**src/clst_pkg.sv**
```systemverilog
// Notes on behaviour
// function select 0 keeps the step output off regardless of inputs.
// function select 1 feeds input 1 straight into the timer stage.
// selects 2, 3, 4 combine both inputs by AND, OR, XOR into the timer.
// select 5: input 1 sets, else input 2 clears, else output holds.
// select 6: input 2 clears, else input 1 sets, else output holds.
// select 7: each rising edge of input 1 gives one 2 ms pulse.
// select 8: each falling edge of input 1 gives one 2 ms pulse.
// select 9: every edge of input 1 gives one 2 ms pulse.
// select 10: pass input 1 while input 2 is off, freeze it while on.
// select 11: count rising edges of input 1, output on at target.
// up counter clears to zero while input 2 is on.
// select 12: count rising edges down, output on at zero.
// down counter reloads the setting while input 2 is on.
// select 13: rising input starts a timed pulse that ends on expiry.
// timer select 13: input 2 on clears elapsed time and output.
// timer 1: output on after input held on a period, off at once.
// timer 2: output on at once, off after input held off a period.
// timer 3: a turn-on while no pulse runs gives one pulse of the configured length.
// timer 4: one-shot, a turn-on during the pulse restarts it.
// timer 5: while input on, output alternates on and off each period.
// the whole step is evaluated once per 2 ms processing tick.
// setting spans 0.00 to 600.00 s; as a count it is used unscaled.
// both inputs are sampled together at the start of each tick.
// timer type 0 passes the logic result through unchanged.
// periods are whole ticks, rounded up to a tick boundary.
`default_nettype none
package clst_pkg;
    // clock and processing tick
    localparam int CLK_PERIOD_NS  = 4;
    localparam int TICK_NS        = 2000000;
    localparam int TICK_CYCLES    = (TICK_NS + CLK_PERIOD_NS - 1)
                                    / CLK_PERIOD_NS;
    // one setting step is 0.01 s, i.e. five 2 ms ticks
    localparam int SET_UNIT_US    = 10000;
    localparam int TICK_US        = 2000;
    localparam int TICKS_PER_UNIT = (SET_UNIT_US + TICK_US - 1) / TICK_US;
    // setting and counter widths
    localparam int SW             = 16;
    localparam int CW             = 19;
    localparam logic [SW-1:0] SET_MAX = 16'hEA60;
    localparam logic [CW-1:0] CNT_MAX = 19'h7FFFF;
    // register map, byte offsets
    localparam int AW             = 8;
    localparam logic [AW-1:0] ADDR_CTRL = 8'h00;
    localparam logic [AW-1:0] ADDR_SET  = 8'h04;
    localparam logic [AW-1:0] ADDR_STAT = 8'h08;
    // field layout and reset values
    localparam int CTRL_W         = 7;
    localparam logic [CTRL_W-1:0] CTRL_RST = 7'h00;
    localparam logic [SW-1:0]     SET_RST  = 16'h0000;
    localparam int STAT_PAD_W     = 8;

    typedef enum logic [3:0] {
        LF_OFF   = 4'h0,
        LF_THRU  = 4'h1,
        LF_AND   = 4'h2,
        LF_OR    = 4'h3,
        LF_XOR   = 4'h4,
        LF_SET   = 4'h5,
        LF_RESET = 4'h6,
        LF_RISE  = 4'h7,
        LF_FALL  = 4'h8,
        LF_BOTH  = 4'h9,
        LF_HOLD  = 4'hA,
        LF_UP    = 4'hB,
        LF_DOWN  = 4'hC,
        LF_TIMER = 4'hD
    } clst_lf_t;

    typedef enum logic [2:0] {
        TT_NONE  = 3'h0,
        TT_ON    = 3'h1,
        TT_OFF   = 3'h2,
        TT_SHOT  = 3'h3,
        TT_RETRG = 3'h4,
        TT_TRAIN = 3'h5
    } clst_tt_t;

    typedef struct packed {
        clst_tt_t timer_type_select;
        clst_lf_t logic_function_select;
    } clst_cfg_t;

    typedef struct packed {
        logic b;
        logic a;
    } clst_pin_t;
endpackage
`default_nettype wire

```
**src/clst_top.sv**
```systemverilog
`default_nettype none
module clst_top #(
    parameter int TICK_CYCLES = clst_pkg::TICK_CYCLES
) (
    // clock and reset
    input  wire logic        clk_sys_i,
    input  wire logic        resetn_i,
    // step inputs from terminals or other steps
    input  wire logic        in1_i,
    input  wire logic        in2_i,
    // ahb-lite slave
    input  wire logic        hsel_i,
    input  wire logic [31:0] haddr_i,
    input  wire logic [1:0]  htrans_i,
    input  wire logic        hwrite_i,
    input  wire logic [2:0]  hsize_i,
    input  wire logic [31:0] hwdata_i,
    input  wire logic        hready_i,
    output logic      [31:0] hrdata_o,
    output logic             hreadyout_o,
    output logic             hresp_o,
    // step result
    output logic             step_o
);
    localparam int TW = $clog2(TICK_CYCLES + 1);
    localparam logic [TW-1:0] TICK_LAST = TW'(TICK_CYCLES - 1);
    localparam int CW = clst_pkg::CW;

    // two-stage synchronisers for the external inputs
    clst_pkg::clst_pin_t pin_meta;
    clst_pkg::clst_pin_t pin_sync;
    always_ff @(posedge clk_sys_i)
    begin
        if (!resetn_i)
        begin
            pin_meta <= '0;
            pin_sync <= '0;
        end
        else
        begin
            pin_meta <= {in2_i, in1_i};
            pin_sync <= pin_meta;
        end
    end

    // processing tick divider
    logic [TW-1:0] tick_cnt;
    logic [TW-1:0] next_tick_cnt;
    logic          tick;
    logic          next_tick;
    always_comb
    begin
        next_tick     = (tick_cnt == TICK_LAST);
        next_tick_cnt = next_tick ? '0 : tick_cnt + TW'(1);
    end

    always_ff @(posedge clk_sys_i)
    begin
        if (!resetn_i)
        begin
            tick_cnt <= '0;
            tick     <= 1'b0;
        end
        else
        begin
            tick_cnt <= next_tick_cnt;
            tick     <= next_tick;
        end
    end

    // software-visible configuration
    clst_pkg::clst_cfg_t cfg;
    clst_pkg::clst_cfg_t next_cfg;
    logic [clst_pkg::SW-1:0] cfg_set;
    logic [clst_pkg::SW-1:0] next_cfg_set;

    // step state
    clst_pkg::clst_pin_t smp;
    clst_pkg::clst_pin_t next_smp;
    clst_pkg::clst_pin_t cur;
    logic          lq;
    logic          next_lq;
    logic [CW-1:0] lcnt;
    logic [CW-1:0] next_lcnt;
    logic [CW-1:0] trem;
    logic [CW-1:0] next_trem;
    logic          tout;
    logic          next_tout;
    logic          lprev;
    logic          next_lprev;
    logic          next_step;
    logic          rise;
    logic          fall;
    logic          trig;
    logic          lres;
    logic          direct;
    logic [CW-1:0] per;
    logic [CW-1:0] tgt;

    // logic function then timer stage, evaluated only on the tick
    always_comb
    begin
        cur        = pin_sync;
        rise       = cur.a & ~smp.a;
        fall       = ~cur.a & smp.a;
        // setting steps are exact multiples of a tick, no rounding loss
        per        = CW'(cfg_set) * CW'(clst_pkg::TICKS_PER_UNIT);
        tgt        = CW'(cfg_set);
        next_smp   = smp;
        next_lq    = lq;
        next_lcnt  = lcnt;
        next_trem  = trem;
        next_tout  = tout;
        next_lprev = lprev;
        next_step  = step_o;
        lres       = 1'b0;
        direct     = 1'b0;
        trig       = 1'b0;
        if (tick)
        begin
            next_smp = cur;
            case (cfg.logic_function_select)
                clst_pkg::LF_THRU:  lres = cur.a;
                clst_pkg::LF_AND:   lres = cur.a & cur.b;
                clst_pkg::LF_OR:    lres = cur.a | cur.b;
                clst_pkg::LF_XOR:   lres = cur.a ^ cur.b;
                clst_pkg::LF_SET:
                begin
                    lres    = cur.a | (~cur.b & lq);
                    next_lq = lres;
                end
                clst_pkg::LF_RESET:
                begin
                    lres    = ~cur.b & (cur.a | lq);
                    next_lq = lres;
                end
                clst_pkg::LF_RISE:  lres = rise;
                clst_pkg::LF_FALL:  lres = fall;
                clst_pkg::LF_BOTH:  lres = rise | fall;
                clst_pkg::LF_HOLD:
                begin
                    lres    = cur.b ? lq : cur.a;
                    next_lq = lres;
                end
                clst_pkg::LF_UP:
                begin
                    direct = 1'b1;
                    if (cur.b)
                        next_lcnt = '0;
                    else if (rise && lcnt != clst_pkg::CNT_MAX)
                        next_lcnt = lcnt + CW'(1);
                    lres = (next_lcnt >= tgt);
                end
                clst_pkg::LF_DOWN:
                begin
                    direct = 1'b1;
                    if (cur.b)
                        next_lcnt = tgt;
                    else if (rise && lcnt != '0)
                        next_lcnt = lcnt - CW'(1);
                    lres = (next_lcnt == '0);
                end
                clst_pkg::LF_TIMER:
                begin
                    // lcnt holds the ticks left in the running pulse
                    direct = 1'b1;
                    if (cur.b)
                        next_lcnt = '0;
                    else if (rise && lcnt == '0)
                        next_lcnt = per;
                    else if (lcnt != '0)
                        next_lcnt = lcnt - CW'(1);
                    next_lq = (next_lcnt != '0);
                    lres    = next_lq;
                end
                default:            lres = 1'b0;
            endcase

            trig       = lres & ~lprev;
            next_lprev = lres;
            case (cfg.timer_type_select)
                clst_pkg::TT_ON:
                begin
                    // trem counts ticks held on, saturating
                    if (!lres)
                        next_trem = '0;
                    else if (trem != clst_pkg::CNT_MAX)
                        next_trem = trem + CW'(1);
                    next_tout = lres && (next_trem >= per);
                end
                clst_pkg::TT_OFF:
                begin
                    if (lres)
                    begin
                        next_trem = '0;
                        next_tout = 1'b1;
                    end
                    else if (tout)
                    begin
                        next_trem = trem + CW'(1);
                        next_tout = (next_trem < per);
                    end
                end
                clst_pkg::TT_SHOT, clst_pkg::TT_RETRG:
                begin
                    // timer 3 ignores edges while its pulse runs, timer 4 restarts the pulse
                    if (trig && (trem == '0 ||
                        cfg.timer_type_select == clst_pkg::TT_RETRG))
                        next_trem = per; // see R18
                    else if (trem != '0)
                        next_trem = trem - CW'(1);
                    next_tout = (next_trem != '0);
                end
                clst_pkg::TT_TRAIN:
                begin
                    if (!lres)
                    begin
                        next_trem = '0;
                        next_tout = 1'b0;
                    end
                    else if (trig)
                    begin
                        next_trem = per;
                        next_tout = 1'b1;
                    end
                    else if (trem <= CW'(1))
                    begin
                        next_trem = per;
                        next_tout = ~tout;
                    end
                    else
                        next_trem = trem - CW'(1);
                end
                default:
                begin
                    next_trem = '0;
                    next_tout = lres;
                end
            endcase
            // counters and select 13 carry no general-purpose timer
            next_step = direct ? lres : next_tout;
            if (cfg.logic_function_select == clst_pkg::LF_OFF)
            begin
                next_step = 1'b0;
                next_trem = '0;
                next_tout = 1'b0;
            end
        end
    end

    always_ff @(posedge clk_sys_i)
    begin
        if (!resetn_i)
        begin
            smp    <= '0;
            lq     <= 1'b0;
            lcnt   <= '0;
            trem   <= '0;
            tout   <= 1'b0;
            lprev  <= 1'b0;
            step_o <= 1'b0;
        end
        else
        begin
            smp    <= next_smp;
            lq     <= next_lq;
            lcnt   <= next_lcnt;
            trem   <= next_trem;
            tout   <= next_tout;
            lprev  <= next_lprev;
            step_o <= next_step;
        end
    end

    // ahb-lite slave: writes zero-wait, reads take one wait state so
    // a read right behind a write sees the new value
    logic                    take;
    logic                    dp_wr;
    logic                    next_dp_wr;
    logic                    dp_rd;
    logic                    next_dp_rd;
    logic [clst_pkg::AW-1:0] dp_addr;
    logic [clst_pkg::AW-1:0] next_dp_addr;
    logic [31:0]             next_hrdata;
    logic                    next_hreadyout;
    always_comb
    begin
        take           = hsel_i & htrans_i[1] & hready_i;
        next_dp_wr     = take & hwrite_i;
        next_dp_rd     = take & ~hwrite_i;
        next_dp_addr   = take ? haddr_i[clst_pkg::AW-1:0] : dp_addr;
        next_hreadyout = ~next_dp_rd;
        next_hrdata    = hrdata_o;
        next_cfg       = cfg;
        next_cfg_set   = cfg_set;
        if (dp_wr)
        begin
            case (dp_addr)
                clst_pkg::ADDR_CTRL:
                    next_cfg = clst_pkg::clst_cfg_t'(
                        hwdata_i[clst_pkg::CTRL_W-1:0]);
                clst_pkg::ADDR_SET:
                    // clamp to 600.00 s
                    next_cfg_set = (hwdata_i[clst_pkg::SW-1:0] >
                        clst_pkg::SET_MAX) ? clst_pkg::SET_MAX
                        : hwdata_i[clst_pkg::SW-1:0];
                default: ;
            endcase
        end
        if (dp_rd)
        begin
            case (dp_addr)
                clst_pkg::ADDR_CTRL:
                    next_hrdata = {{(32 - clst_pkg::CTRL_W){1'b0}}, cfg};
                clst_pkg::ADDR_SET:
                    next_hrdata = {{(32 - clst_pkg::SW){1'b0}}, cfg_set};
                clst_pkg::ADDR_STAT:
                    next_hrdata = {lcnt, {clst_pkg::STAT_PAD_W{1'b0}},
                        tout, lq, smp.b, smp.a, step_o};
                default:
                    next_hrdata = 32'h0000_0000;
            endcase
        end
    end

    always_ff @(posedge clk_sys_i)
    begin
        if (!resetn_i)
        begin
            dp_wr       <= 1'b0;
            dp_rd       <= 1'b0;
            dp_addr     <= '0;
            hrdata_o    <= 32'h0000_0000;
            hreadyout_o <= 1'b1;
            hresp_o     <= 1'b0;
            cfg         <= clst_pkg::clst_cfg_t'(clst_pkg::CTRL_RST);
            cfg_set     <= clst_pkg::SET_RST;
        end
        else
        begin
            dp_wr       <= next_dp_wr;
            dp_rd       <= next_dp_rd;
            dp_addr     <= next_dp_addr;
            hrdata_o    <= next_hrdata;
            hreadyout_o <= next_hreadyout;
            hresp_o     <= 1'b0;
            cfg         <= next_cfg;
            cfg_set     <= next_cfg_set;
        end
    end
endmodule
`default_nettype wire

```
**config.mk**
```make
export PLATFORM = sky130hd
export DESIGN_NAME = clst_top
export DESIGN_NICKNAME = d
export VERILOG_FILES = /design/src/clst_pkg.sv /design/src/clst_top.sv
export SDC_FILE = /design/constraint.sdc
export NUM_CORES = 1
export LEC_CHECK = 0
export BUFFER_PORTS_ARGS = -buffer_cell sky130_fd_sc_hd__clkbuf_2
export CAP_MARGIN = 0
export CORE_ASPECT_RATIO = 1.2
export CORE_MARGIN = 2
export CORE_UTILIZATION = 45
export CTS_BUF_LIST = sky130_fd_sc_hd__clkbuf_16
export DETAILED_ROUTE_END_ITERATION = 6
export HOLD_SLACK_MARGIN = 0.08
export PLACE_DENSITY_LB_ADDON = 0.2
export SYNTH_ARGS = -nofsm -noshare
export SYNTH_HDL_FRONTEND = slang
export SYNTH_SLANG_ARGS = --single-unit
```
**constraint.sdc**
```tcl
create_clock -name clk_sys_i -period 6.3 [get_ports clk_sys_i]
set_clock_uncertainty 0.1 [all_clocks]
set_input_delay 1.26 -clock clk_sys_i [delete_from_list [all_inputs] [get_ports clk_sys_i]]
set_output_delay 1.26 -clock clk_sys_i [all_outputs]
set_load 0.05 [all_outputs]
```
======== Word-level counts from Yosys, hierarchy flattened ========
Cells that the tools add are included.
cells by class
  multiplexer cells ....................... 46
  bitwise logic cells ..................... 23
  add/sub/neg operators ................... 5
  eq/ne operators ......................... 24
  $mul .................................... 1
  magnitude comparators ................... 5
  reductions and logical operators ........ 25
operator list
  cell                                                                    number
  19-bit 2-to-1 mux                                                       27
  32-bit case mux with 3 select lines                                     1
  19-bit case mux with 4 select lines                                     1
  19-bit nonzero test                                                     4
  19-bit by 1-bit adder with 19-bit output, second input constant         3
  19-bit zero test                                                        3
  19-bit case mux with 3 select lines                                     1
  19-bit != test, second input constant                                   2
  19-bit by 1-bit subtractor with 19-bit output, second input constant    2
  4-bit equality test, second input constant                              6
  19-bit equality test, second input constant                             1
  19-bit by 16-bit greater-or-equal comparator with 1-bit output          1
  19-bit greater-or-equal comparator                                      1
  19-bit by 1-bit <= comparator with 1-bit output, second input constant  1
  19-bit < comparator                                                     1
  16-bit by 3-bit multiplier with 19-bit output, second input constant    1
  4-bit by 3-bit equality test with 1-bit output, second input constant   4
  16-bit > comparator, second input constant                              1
  16-bit 2-to-1 mux                                                       1
  1-bit case mux with 13 select lines                                     1
  1-bit 2-to-1 mux                                                        12
  1-bit bitwise AND                                                       10
  2-bit AND reduction                                                     5
  4-bit by 2-bit equality test with 1-bit output, second input constant   2
  other kinds (19)                                                        37
storage, ports and cells
  logic and storage cells ................. 151
  input bits .............................. 76
  register bits after elaboration ......... 134
  output and inout bits ................... 35

======== Depth between registers and ports, before layout ========
Gate-level depths: netlist of run 1.
  word-level depth ........................ 19
  gate-level depth with buffers ........... 37
  depth with buffers taken out ............ 32

======== Least setup slack after synthesis of run 1 ========
No wires, ideal clock.
  path kind ............................... reg2reg
  from .................................... register pin_sync (netlist bit cur[0])
  to ...................................... register step_o
  path buffers ............................ 6
  path slack .............................. -0.329 ns
  stages on the path, launching flop included .. 37
  arrival time ............................ 6.398 ns
  setup time .............................. 0.131 ns
  cells stage by stage .................... dfxtp_1 ha_1 clkbuf_1 clkbuf_1 o31a_1 clkbuf_1 nand3_1 nor3_1 nand4_1 xor2_1 nor2_1 ha_1 and3_1 nand3_1 nor2_1 a21oi_1 o211ai_1 or4_1 o21ai_0 nand2b_1 buf_4 nor2_4 buf_2 buf_2 a21oi_1 ha_1 a21o_1 a21o_1 a21o_1 a21o_1 a21o_1 a21o_1 a21o_1 a211oi_1 a211oi_1 o31ai_1 o21ai_1
between the ends
  longest elaborated chain between the ends .. 18
ends and longest elaborated chain
  element                                                                                     line                                               RTL
  start, declared                                                                             clst_top.sv:31                                     clst_pkg::clst_pin_t pin_sync;
  start signal, assigned                                                                      clst_top.sv:42                                     pin_sync <= pin_meta;
  1-bit bitwise AND                                                                           clst_top.sv:104                                    rise = cur.a & ~smp.a;
  1-bit logical AND, on equally long branches                                                 clst_top.sv:150, clst_top.sv:159, clst_top.sv:169
  19-bit 2-to-1 mux, on equally long branches                                                 clst_top.sv:150, clst_top.sv:159, clst_top.sv:169
  19-bit 2-to-1 mux, on equally long branches                                                 clst_top.sv:148, clst_top.sv:157, clst_top.sv:167
  19-bit 2-to-1 mux                                                                           clst_top.sv:122                                    case (cfg.logic_function_select)
  19-bit 2-to-1 mux                                                                           clst_top.sv:119                                    if (tick)
  19-bit by 16-bit greater-or-equal comparator with 1-bit output (tied with other cells)      clst_top.sv:152                                    lres = (next_lcnt >= tgt);
  1-bit case mux with 13 select lines (*)                                                     clst_top.sv:122
  1-bit 2-to-1 mux (*)                                                                        clst_top.sv:119
  parallel branches: the longest is 7 deep, another holds 19-bit greater-or-equal comparator  --
  1-bit 2-to-1 mux (*)                                                                        clst_top.sv:241                                    next_step = direct ? lres : next_tout;
  1-bit 2-to-1 mux (*)                                                                        clst_top.sv:242                                    if (cfg.logic_function_select == clst_pkg::LF_OFF)
  end signal, assigned                                                                        clst_top.sv:271                                    step_o <= next_step;
  end, declared                                                                               clst_top.sv:23                                     output logic step_o
Mark *: on every way between the ends. The select of a mux whose other input is x is not followed.
A chain may end at the register's enable or synchronous reset.

======== Final worst setup path of run 1 ========
  from .................................... register lcnt[0]
  to ...................................... register step_o
between the ends
  longest elaborated chain between the ends .. 18
ends and longest elaborated chain
  element                                                                                           line             RTL
  start, declared                                                                                   clst_top.sv:83   logic [CW-1:0] lcnt;
  start signal, assigned                                                                            clst_top.sv:267  lcnt <= next_lcnt;
  parallel branches: the longest is 7 deep, another holds 19-bit by 1-bit adder with 19-bit output  --
  1-bit case mux with 13 select lines (*)                                                           clst_top.sv:122
  1-bit 2-to-1 mux (*)                                                                              clst_top.sv:119
  parallel branches: the longest is 7 deep, another holds 19-bit greater-or-equal comparator        --
  1-bit 2-to-1 mux (*)                                                                              clst_top.sv:241
  1-bit 2-to-1 mux (*)                                                                              clst_top.sv:242
Marks and branches as above.

==> results.md, run 1 <==
- Status: finished clean
- Total Nets Final: 1889
- Clock sinks: 134
- PortBufs: 65
- Most Frequent Cell on Critical Path: a21o_1
- Critical Path Start Type: flop
- R2R setup slack: 0.22 ns
- M2 GR Usage: 0.4976
- CTS tree: built
- CP arrival: 6.28 ns
- Crit Path Class: reg -> reg
- Number of max-cap violations: 0
- Vias per cell: 6.287
- Met1 Resource Use GR: 0.3682
- Main synth FF type: dfxtp_1
- Final GP Congestion: 1.040
- Via count: 13007
- Inserted Diodes: 0
- Final setup fails: 0
- Slowest cell on the critical path: a21oi_1
- FP Rows: 65
- Chip height: 184 um
- Syn_area_per_cell: 7.271 sq um
- CTS H-tree depth: 4
- Met3 Resource Use GR: 0.06153
- Final hold viol count: 0
- Worst Hold Class: reg -> reg
- Critical Path RT: 6.50 ns
- Most frequent cells in the layout: nor2_1 (218), nand2_1 (153), dfxtp_1 (130)
- Tcrit/Tclk final: 0.9650
- DR pass1 iterations: 7
- First-pass GRT wire length: 68430 um
- FF+latch area: 2688 sq um
- PwrDens: 146.9 nW/um^2
- Crit Path Max Fanout: 16
- Max incr delay on CP: 0.62 ns
- Share of layout cells above drive strength 1: 0.1494
- Clock tree buffer depth: 2
- Rel. slew slack: 0.1912
- # DRC: 0
- Vias in the first global route: 12303
- Largest net degree at the start of global routing: 93
- Worst vdd ir: 0.1530 mV
- Synthesis-stage register bit count: 134
- Final max-slew violation count: 0
- Worst-path clk slew: 0.07 ns
- Sequential-to-total area share from yosys stat: 0.2208
- Fill cells: 2609
- Area occupied by multi-input gates: 8870 sq um
- Area grow syn2layout: 13.97%
- Io pins: 111
- Initial antenna violation count: 0
- Hold buffer count at cts: 0
- Combinational power share: 0.048
- Initial DRC count: 1387
- Final HPWL DP: 32720 um
- Flop pwr share: 0.422
- Total power: 2.035 mW
- Most used routing layer: met2
- Core area: 26430 sq um
- Total Die Area: 28340 sq um
- Critical Path Sink Type: flop
- Fmax: 164.5 MHz
- Die W: 154 um
- Clock latency on the worst-skew pair: 0.44 ns
- Root Driver: clkbuf_16
- Min Clock Period, post-route: 6.080 ns
- Post-synth ARST share: 0
- Worst hold slack: 0.3453 ns
- Inserted Clock Buffers: 17
- Int Pwr: 1.484 mW
- Leakage power: 5.646 nW
- Drt total wl: 44180 um
- Per-cell routed wire length: 21.35 um
- Initial Util: 0.4597
- Switching Share: 0.2708
- Mapped Cells: 1671
- Synth unique cells: 92
- Total global routing overflow: 0
- Sw Pwr: 550.9 uW
- Synth Cell Area: 12150 sq um
- Worst-Margin Slew: 1.213 ns
- Clock share of power: 0.530
- YS warnings: 0
- Net Count, Synth: 1839
- Antenna viol nets, final: 0
- Commonest non-fill, non-tap cell in the layout: nor2_1
- Global router's overall resource usage: 0.3073
- Post-synth EDFFs: 0
[critical path: cells and delay by family, from the launching register on]
family / cells / cell delay, ns
adders and majority gates: 2 / 0.52
buffers and inverters: 3 / 0.58
and+or+nand+nor: 6 / 1.40
DFF: 1 / 0.31
AOI/OAI and AO/OA: 15 / 3.01
[cell usage after synthesis (7+ instances only)]
library cell / n / area share
inv_1: 49 / 0.015
nand3_1: 69 / 0.028
and2_1: 15 / 0.0077
and3_1: 28 / 0.014
a21oi_1: 121 / 0.050
nand4_1: 23 / 0.012
a31oi_1: 15 / 0.0077
a221oi_1: 9 / 0.0065
clkbuf_1: 102 / 0.032
or3_1: 20 / 0.010
o221ai_1: 10 / 0.0072
o21a_1: 10 / 0.0062
nand2_1: 153 / 0.047
a311oi_1: 11 / 0.0079
nor3_1: 36 / 0.015
o21ai_1: 7 / 0.0029
nor4_1: 24 / 0.012
a2111oi_0: 9 / 0.0065
buf_1: 8 / 0.0025
nor2_1: 221 / 0.068
nor2b_1: 19 / 0.0098
o31ai_1: 10 / 0.0062
o2111ai_1: 10 / 0.0072
buf_2: 13 / 0.0054
a22oi_1: 26 / 0.016
ha_1: 91 / 0.094
xnor2_1: 33 / 0.024
mux2i_1: 36 / 0.030
xor2_1: 54 / 0.039
nor3b_1: 7 / 0.0043
o211ai_1: 19 / 0.012
and4_1: 7 / 0.0050
or4_1: 8 / 0.0049
nand2b_1: 20 / 0.010
a211oi_1: 19 / 0.012
a21o_1: 27 / 0.017
o21ai_0: 75 / 0.031
dfxtp_1: 134 / 0.22
[layer usage]
layer  vias to the layer above  routed length, um
li1                       6193                  -
met1                      6035              17520
met2                       591              19970
met3                       188               3457
met4                         0               3238
met5                         -                  0
[stage by stage]
step           utilization  area, sq um  worst slack (ns)  cells  TNS [ns]
2_1_floorplan            -        12160           0.03816   1671         0
3_3_place_gp        0.4939        13060           -0.1213   2032   -0.1213
3_5_place_dp        0.4939        13060           -0.1962   2032   -0.1962
4_1_cts             0.5198        13740          0.001296   2067         0
5_1_grt             0.5239        13850          -0.06159   2069  -0.09465
6_report            0.5239        13850            0.2202   2069         0
[worst paths after layout]
kind / from / end / depth (start not counted)
setup / recovery: lcnt[0] / step_o / 26
hold / removal: pin_meta[1] / cur[1] / 1
setup reg to reg: lcnt[0] / step_o / 26
hold reg to reg: pin_meta[1] / cur[1] / 1
[logic make-up after synthesis]
logic type,Yosys count,share of synthesized area
AO/OA/AOI/OAI,447,0.2504
XOR/XNOR,87,0.06271
flip-flops,134,0.2208
buffers and inverters,182,0.06158
multiplexers,41,0.03429
other,1,0.0003086
AND/OR/NAND/NOR,687,0.2745
adder cells (fa/ha/maj),92,0.09536
[repair_timing]
| action | CTS | global route |
|---|---|---|
| setup endpoints to repair | 2 | 2 |
| resized for setup | 15 | 21 |
| setup buffers | 3 | 3 |
| hold endpoints to repair | 0 | 0 |
| pin swaps | 15 | 30 |
[registers in the layout, indices dropped and copies added, names as in the netlist, 2 cells and up]
signal	cells
hrdata_o	32
lcnt	19
tick_cnt	19
trem	19
cfg_set	16
dp_addr	8
cfg	7
cur	2
pin_meta	2
smp	2
[area by class of cell]
type,count,area share
clock buffer,17,0.03072
clock inverter,15,0.01337
inverter,51,0.01382
multi-input combinational,1355,0.6405
sequential,134,0.1941
tap,335,0.03027
timing repair buffer,162,0.07725
[power by group through the flow]
stage | registers, mW | clock network, mW | logic [mW]
global route | 0.859 | 1.12 | 0.106
floorplan | 0.875 | 0 | 0.0601
finish | 0.859 | 1.08 | 0.0980
global placement | 0.878 | 0 | 0.0940
CTS | 0.858 | 1.09 | 0.0952
detailed placement | 0.878 | 0 | 0.0938
No activity file was read; power rests on OpenSTA's default activity.
==> inputs of run 2 (changes only) <==
--- a/config.mk
+++ b/config.mk
@@ -12,8 +12,7 @@
 export CORE_UTILIZATION = 45
 export CTS_BUF_LIST = sky130_fd_sc_hd__clkbuf_16
 export DETAILED_ROUTE_END_ITERATION = 6
-export HOLD_SLACK_MARGIN = 0.08
-export PLACE_DENSITY_LB_ADDON = 0.2
+export PLACE_DENSITY = 0.66
 export SYNTH_ARGS = -nofsm -noshare
 export SYNTH_HDL_FRONTEND = slang
 export SYNTH_SLANG_ARGS = --single-unit
==> run 2 against run 1 <==
First-iteration DRC count shrank 11%. Non-clock buffer count up 1. Largest cell class unchanged. Sequential share of layout area barely moved. Die area unchanged. Register-to-register slack better by 0.03 ns. Largest power group unchanged. Combinational power decreased by 2.8%. Sequential cell count unchanged. Critical endpoint unchanged. Clock power fell by 6%. Worst setup slack gained 0.029 ns. Design area unchanged. Utilization unchanged.
==> results.md, run 2 (same netlist as run 1, synthesis figures left out) <==
- Inserted Diodes: 0
- Antenna viol nets, final: 0
- Int Pwr: 1.413 mW
- Final HPWL DP: 32770 um
- # DRC: 0
- Top cell family by delay on the critical path: compound AO/OA/AOI/OAI gates
- First-pass GRT wire length: 68380 um
- Sw Pwr: 560.3 uW
- Worst vdd ir: 0.1477 mV
- Tcrit/Tclk final: 0.9605
- Min Clock Period, post-route: 6.051 ns
- Commonest non-fill, non-tap cell in the layout: nor2_1
- Inserted Clock Buffers: 17
- Critical Path Sink Type: flop
- Total power: 1.973 mW
- Largest net degree at the start of global routing: 93
- Combinational power share: 0.048
- Final max-slew violation count: 0
- Crit Path Class: reg -> reg
- Initial Util: 0.4597
- Flop pwr share: 0.436
- FP Rows: 65
- Initial antenna violation count: 0
- Rel. slew slack: 0.1761
- Worst-path clk slew: 0.07 ns
- Setup TNS: 0 ns
- Per-cell routed wire length: 21.10 um
- Most frequent cells in the layout: nor2_1 (219), nand2_1 (152), dfxtp_1 (129)
- Clock share of power: 0.516
- Clock sinks: 134
- Slowest cell on the critical path: or4_4
- Non-Filler Instances: 2070
- Worst Hold End: cur[1]
- Fmax: 165.3 MHz
- Status: finished clean
- Worst-Margin Slew: 1.233 ns
- Root Driver: clkbuf_16
- Initial DRC count: 1229
- R2R setup slack: 0.25 ns
- Critical R2R Launch: lcnt[12]
- Die W: 154 um
- Leakage power: 5.634 nW
- Critical R2R Capture: step_o
- Number of max-cap violations: 0
- Drt total wl: 43670 um
- Critical Path Start Type: flop
- Crit-path cells: buf_4 -> buf_4 -> or4_4 -> or4_1 -> xor2_1 -> o21ai_1 -> nor4bb_1 -> nand4_1 -> o41a_1 -> nor2_4 -> a21oi_1 -> ha_1 -> a21o_1 -> a21o_1 -> a21o_1 -> a21o_1 -> a21o_1 -> a21o_1 -> a21o_1 -> a211oi_2 -> a211oi_2 -> o31ai_2 -> o21ai_1
- Vias in the first global route: 12539
- Worst path bufs/invs: 2
- Max incr delay on CP: 0.61 ns
- CTS tree: built
- Hold depth: 1
- Clock latency on the worst-skew pair: 0.44 ns
- Via count: 13037
- Switching Share: 0.2840
- Final setup fails: 0
- PortBufs: 65
- Total Nets Final: 1890
- Crit Path Max Fanout: 11
- Chip height: 184 um
- Total Die Area: 28340 sq um
- Final hold viol count: 0
- Most Frequent Cell on Critical Path: a21o_1
- PwrDens: 142.5 nW/um^2
- Clock tree buffer depth: 2
- Worst-case reg-to-reg path depth: 23
- Area grow syn2layout: 13.97%
- Cells after DPL: 2034
- CTS H-tree depth: 4
- Worst Hold Class: reg -> reg
- Global router's overall resource usage: 0.3042
- RSZ-0062 raised after global routing: false
- Vias per cell: 6.298
- Share of layout cells above drive strength 1: 0.1539
- Reg with most FFs: hrdata_o
- Final GP Congestion: 1.037
- HP Start: pin_meta[1]
- CP arrival: 6.25 ns
- Io pins: 111
- Total global routing overflow: 0
- Largest register FFs: 32
- Core area: 26430 sq um
- DR pass1 iterations: 5
- Critical Path RT: 6.50 ns
-- run 2: power groups by stage --
stage / clock network (mW) / registers [mW] / logic, mW
finish: 1.02 / 0.860 / 0.0953
global route: 1.05 / 0.861 / 0.104
CTS: 1.03 / 0.860 / 0.0922
detailed placement: 0 / 0.879 / 0.0911
global placement: 0 / 0.879 / 0.0907
floorplan: 0 / 0.875 / 0.0601
-- run 2: layout make-up --
type | count | area [sq um]
Multi-Input combinational cell | 1355 | 8900
Sequential cell | 134 | 2689
Inverter | 51 | 191.4
Timing Repair Buffer | 163 | 1072
Tap cell | 335 | 419.2
Fill cell | 2574 | 12580
Clock inverter | 15 | 151.4
Clock buffer | 17 | 425.4
-- run 2: per-stage QoR --
stage,setup WS (ns),util,hold WS (ns),area [sq um]
finish,0.2489,0.5239,0.3461,13850
detailed placement,-0.2270,0.4940,0.3206,13060
global placement,-0.1333,0.4940,0.3221,13060
floorplan,0.03816,-,0.3118,12160
global route,0.02379,0.5239,0.3613,13850
CTS,0.02138,0.5174,0.3470,13680
-- run 2: how the worst max path moves through the flow --
stage / startpoint / endpoint / slack, ns / depth (start not counted)
after floorplan: cur[0] / step_o / 0.04 / 36
after global placement: lcnt[15] / step_o / -0.13 / 33
after detailed placement: lcnt[15] / step_o / -0.23 / 30
after CTS: lcnt[14] / step_o / 0.02 / 33
after global routing: lcnt[14] / step_o / 0.02 / 33
final: lcnt[12] / step_o / 0.25 / 23
-- run 2: metal layers --
metal	wire [um]	track usage
met1	17400	0.3612
met2	20300	0.5092
met3	2881	0.04455
met4	3081	0.2056
met5	0	0
-- run 2: what timing repair did --
item	in CTS	in global routing
resized for setup	11	36
hold buffers	0	0
pin swaps	2	29
buffers inserted	0	6
endpoints found under the setup margin	2	2
hold endpoints to repair	0	0
==> inputs of run 3 (changes only) <==
--- a/config.mk
+++ b/config.mk
@@ -5,14 +5,15 @@
 export SDC_FILE = /design/constraint.sdc
 export NUM_CORES = 1
 export LEC_CHECK = 0
+export ABC_AREA = 1
 export BUFFER_PORTS_ARGS = -buffer_cell sky130_fd_sc_hd__clkbuf_2
 export CAP_MARGIN = 0
 export CORE_ASPECT_RATIO = 1.2
 export CORE_MARGIN = 2
-export CORE_UTILIZATION = 45
+export CORE_UTILIZATION = 56
 export CTS_BUF_LIST = sky130_fd_sc_hd__clkbuf_16
 export DETAILED_ROUTE_END_ITERATION = 6
-export PLACE_DENSITY = 0.66
+export PLACE_DENSITY = 0.79
 export SYNTH_ARGS = -nofsm -noshare
 export SYNTH_HDL_FRONTEND = slang
 export SYNTH_SLANG_ARGS = --single-unit
==> run 3 against run 2 <==
Cell count up 15%. Critical path depth up 11. Routed wire length grew 1.9%. Sequential share of layout area is 0.10 points higher. Non-clock buffer count decreased by 26. Synthesized cell count up 22%. Sequential power barely moved. Worst setup slack gained 0.12 ns. First-iteration DRC count rose by 31%. Sequential cell count is the same. Global-route usage up 7.1 points. Power up 6.4%. Critical path type unchanged. Highest routed layer unchanged.
==> results.md, run 3 <==
- Non-Filler Instances: 2384
- Cells after DPL: 2349
- Initial Util: 0.5677
- Top post-synthesis cells by area: dfxtp_1 (22%), nand2_1 (17%), ha_1 (9.3%), inv_1 (7.9%), nand3_1 (6.2%)
- Commonest non-fill, non-tap cell in the layout: nand2_1
- First-pass GRT wire length: 69240 um
- Largest net degree at the start of global routing: 66
- Synth Cell Area: 12280 sq um
- Critical R2R Launch: cfg_set[0]
- Synthesis-stage register bit count: 134
- Net Count, Synth: 2202
- Initial antenna violation count: 0
- Rel. slew slack: 0.2619
- Final hold viol count: 0
- Critical Path Sink Type: flop
- HP Start: pin_meta[0]
- Reg with most FFs: hrdata_o
- Mapped Cells: 2034
- Hold buffer count at cts: 0
- CP arrival: 6.20 ns
- Clock latency on the worst-skew pair: 0.44 ns
- Final max-slew violation count: 0
- PortBufs: 65
- Number of max-cap violations: 0
- Total power: 2.099 mW
- Final GP Congestion: 1.023
- Leading area contributor after synthesis: dfxtp_1
- Core area: 21630 sq um
- Area grow syn2layout: 11.93%
- CTS tree: built
- Total Nets Final: 2265
- Io pins: 111
- Crit Path Class: reg -> reg
- Worst vdd ir: 0.1906 mV
- Tcrit/Tclk final: 0.9413
- Syn_area_per_cell: 6.036 sq um
- Post-synth ARST share: 0
- Worst Hold Class: reg -> reg
- Inserted Diodes: 0
- CP Launch Point: cfg_set[0]
- Via count: 14295
- Total global routing overflow: 0
- Critical Path RT: 6.57 ns
- Most numerous cell in the Yosys netlist: nand2_1
- PwrDens: 152.7 nW/um^2
- YS warnings: 0
- Share of layout cells above drive strength 1: 0.1109
- Slowest cell on the critical path: dfxtp_1
- Antenna viol nets, final: 0
- Worst-Margin Slew: 1.097 ns
- Most Frequent Cell on Critical Path: nand2_1
- Worst-path clk slew: 0.07 ns
- Max incr delay on CP: 0.54 ns
- DR pass1 iterations: 7
- Crit Path Max Fanout: 6
- FP Rows: 59
- Clock sinks: 134
- Vias per cell: 5.996
- Post-synth top area share: 0.2185
- Fill cells: 2066
- Die W: 139.2 um
- Synth unique cells: 58
- Final setup fails: 0
- Root Driver: clkbuf_16
- Leakage power: 6.685 nW
- Total Die Area: 23130 sq um
- Initial DRC count: 1616
- Per-cell routed wire length: 18.66 um
- Final HPWL DP: 33240 um
- Drt total wl: 44490 um
- Chip height: 166.2 um
- Sequential-to-total area share from yosys stat: 0.2185
- Critical Path Start Type: flop
- Status: finished clean
- Global router's overall resource usage: 0.3748
- Clock tree buffer depth: 2
- Main synth FF type: dfxtp_1
- CTS H-tree depth: 4
- Vias in the first global route: 13311
- Post-synth EDFFs: 0
- Inserted Clock Buffers: 17
- Fmax: 168.6 MHz
- Most frequent cells after synthesis: nand2_1 (543), inv_1 (258), nor2_1 (197)
- Most frequent cells in the layout: nand2_1 (540), inv_1 (257), nor2_1 (193)
- Min Clock Period, post-route: 5.930 ns
- Largest register FFs: 32
- # DRC: 0
==> run 3: per-layer routing <==
metal / up-vias / GRT usage / wire [um]
met4: 0 / 0.2705 / 3841
met2: 775 / 0.6250 / 20320
met3: 246 / 0.05969 / 3447
met5: - / 0 / 0
li1: 6842 / - / -
met1: 6432 / 0.4356 / 16880
==> run 3: layout make-up <==
| type | count | area (sq um) | share of cell area |
|---|---|---|---|
| repair buffers | 137 | 882.1 | 0.06418 |
| flip-flops and latches | 134 | 2683 | 0.1952 |
| well taps | 274 | 342.8 | 0.02495 |
| clock inverters | 15 | 203.9 | 0.01484 |
| clock buffers | 17 | 425.4 | 0.03095 |
| multi-input cells | 1531 | 8168 | 0.5943 |
| inverters | 276 | 1039 | 0.07556 |
==> run 3: worst paths after layout <==
path                                to  slack (ns)  cells after the start
worst max-delay path            step_o        0.37                     34
worst min-delay path            cur[0]        0.32                      2
worst max register to register  step_o        0.37                     34
worst min register to register  cur[0]        0.32                      2
==> run 3: what timing repair did <==
action | CTS | global route
setup endpoints to repair | 0 | 2
setup buffers | 0 | 2
gates resized for setup | 0 | 22
==> run 3: logic make-up (layout without fill, tap and decap cells) <==
logic type | count (synthesis) | after routing | synth area share
buf+inv | 370 | 445 | 0.1231
fa+ha+maj | 92 | 92 | 0.09436
flops | 134 | 134 | 0.2185
simple gates | 1017 | 1018 | 0.3582
other cells | 1 | 1 | 0.0003054
xor+xnor | 40 | 40 | 0.02853
compound gates | 380 | 380 | 0.1770
==> run 3: report_power, final <==
part	internal, mW	switching, mW
clock	0.612	0.479
combinational	0.0412	0.108
sequential	0.854	0.00503
==> run 3: per-stage QoR <==
stage	setup slack [ns]	cell area [sq um]	hold WS, ns	utilization	setup TNS [ns]
3_3_place_gp	0.1659	13010	0.2994	0.6016	0
5_1_grt	-0.1370	13740	0.3472	0.6354	-0.2040
6_report	0.3699	13740	0.3194	0.6354	0
4_1_cts	0.07233	13640	0.3188	0.6306	0
3_5_place_dp	0.1195	13010	0.3029	0.6016	0
2_1_floorplan	0.8016	12280	0.2905	-	0
==> run 3: critical path, delay by kind of cell (launching register included) <==
family	cells	cell delay (ns)
flip-flops	1	0.54
AND/OR/NAND/NOR	18	2.37
AO/OA/AOI/OAI	7	1.15
adder cells (fa/ha/maj)	4	1.11
buffers and inverters	4	0.30
XOR/XNOR	1	0.30
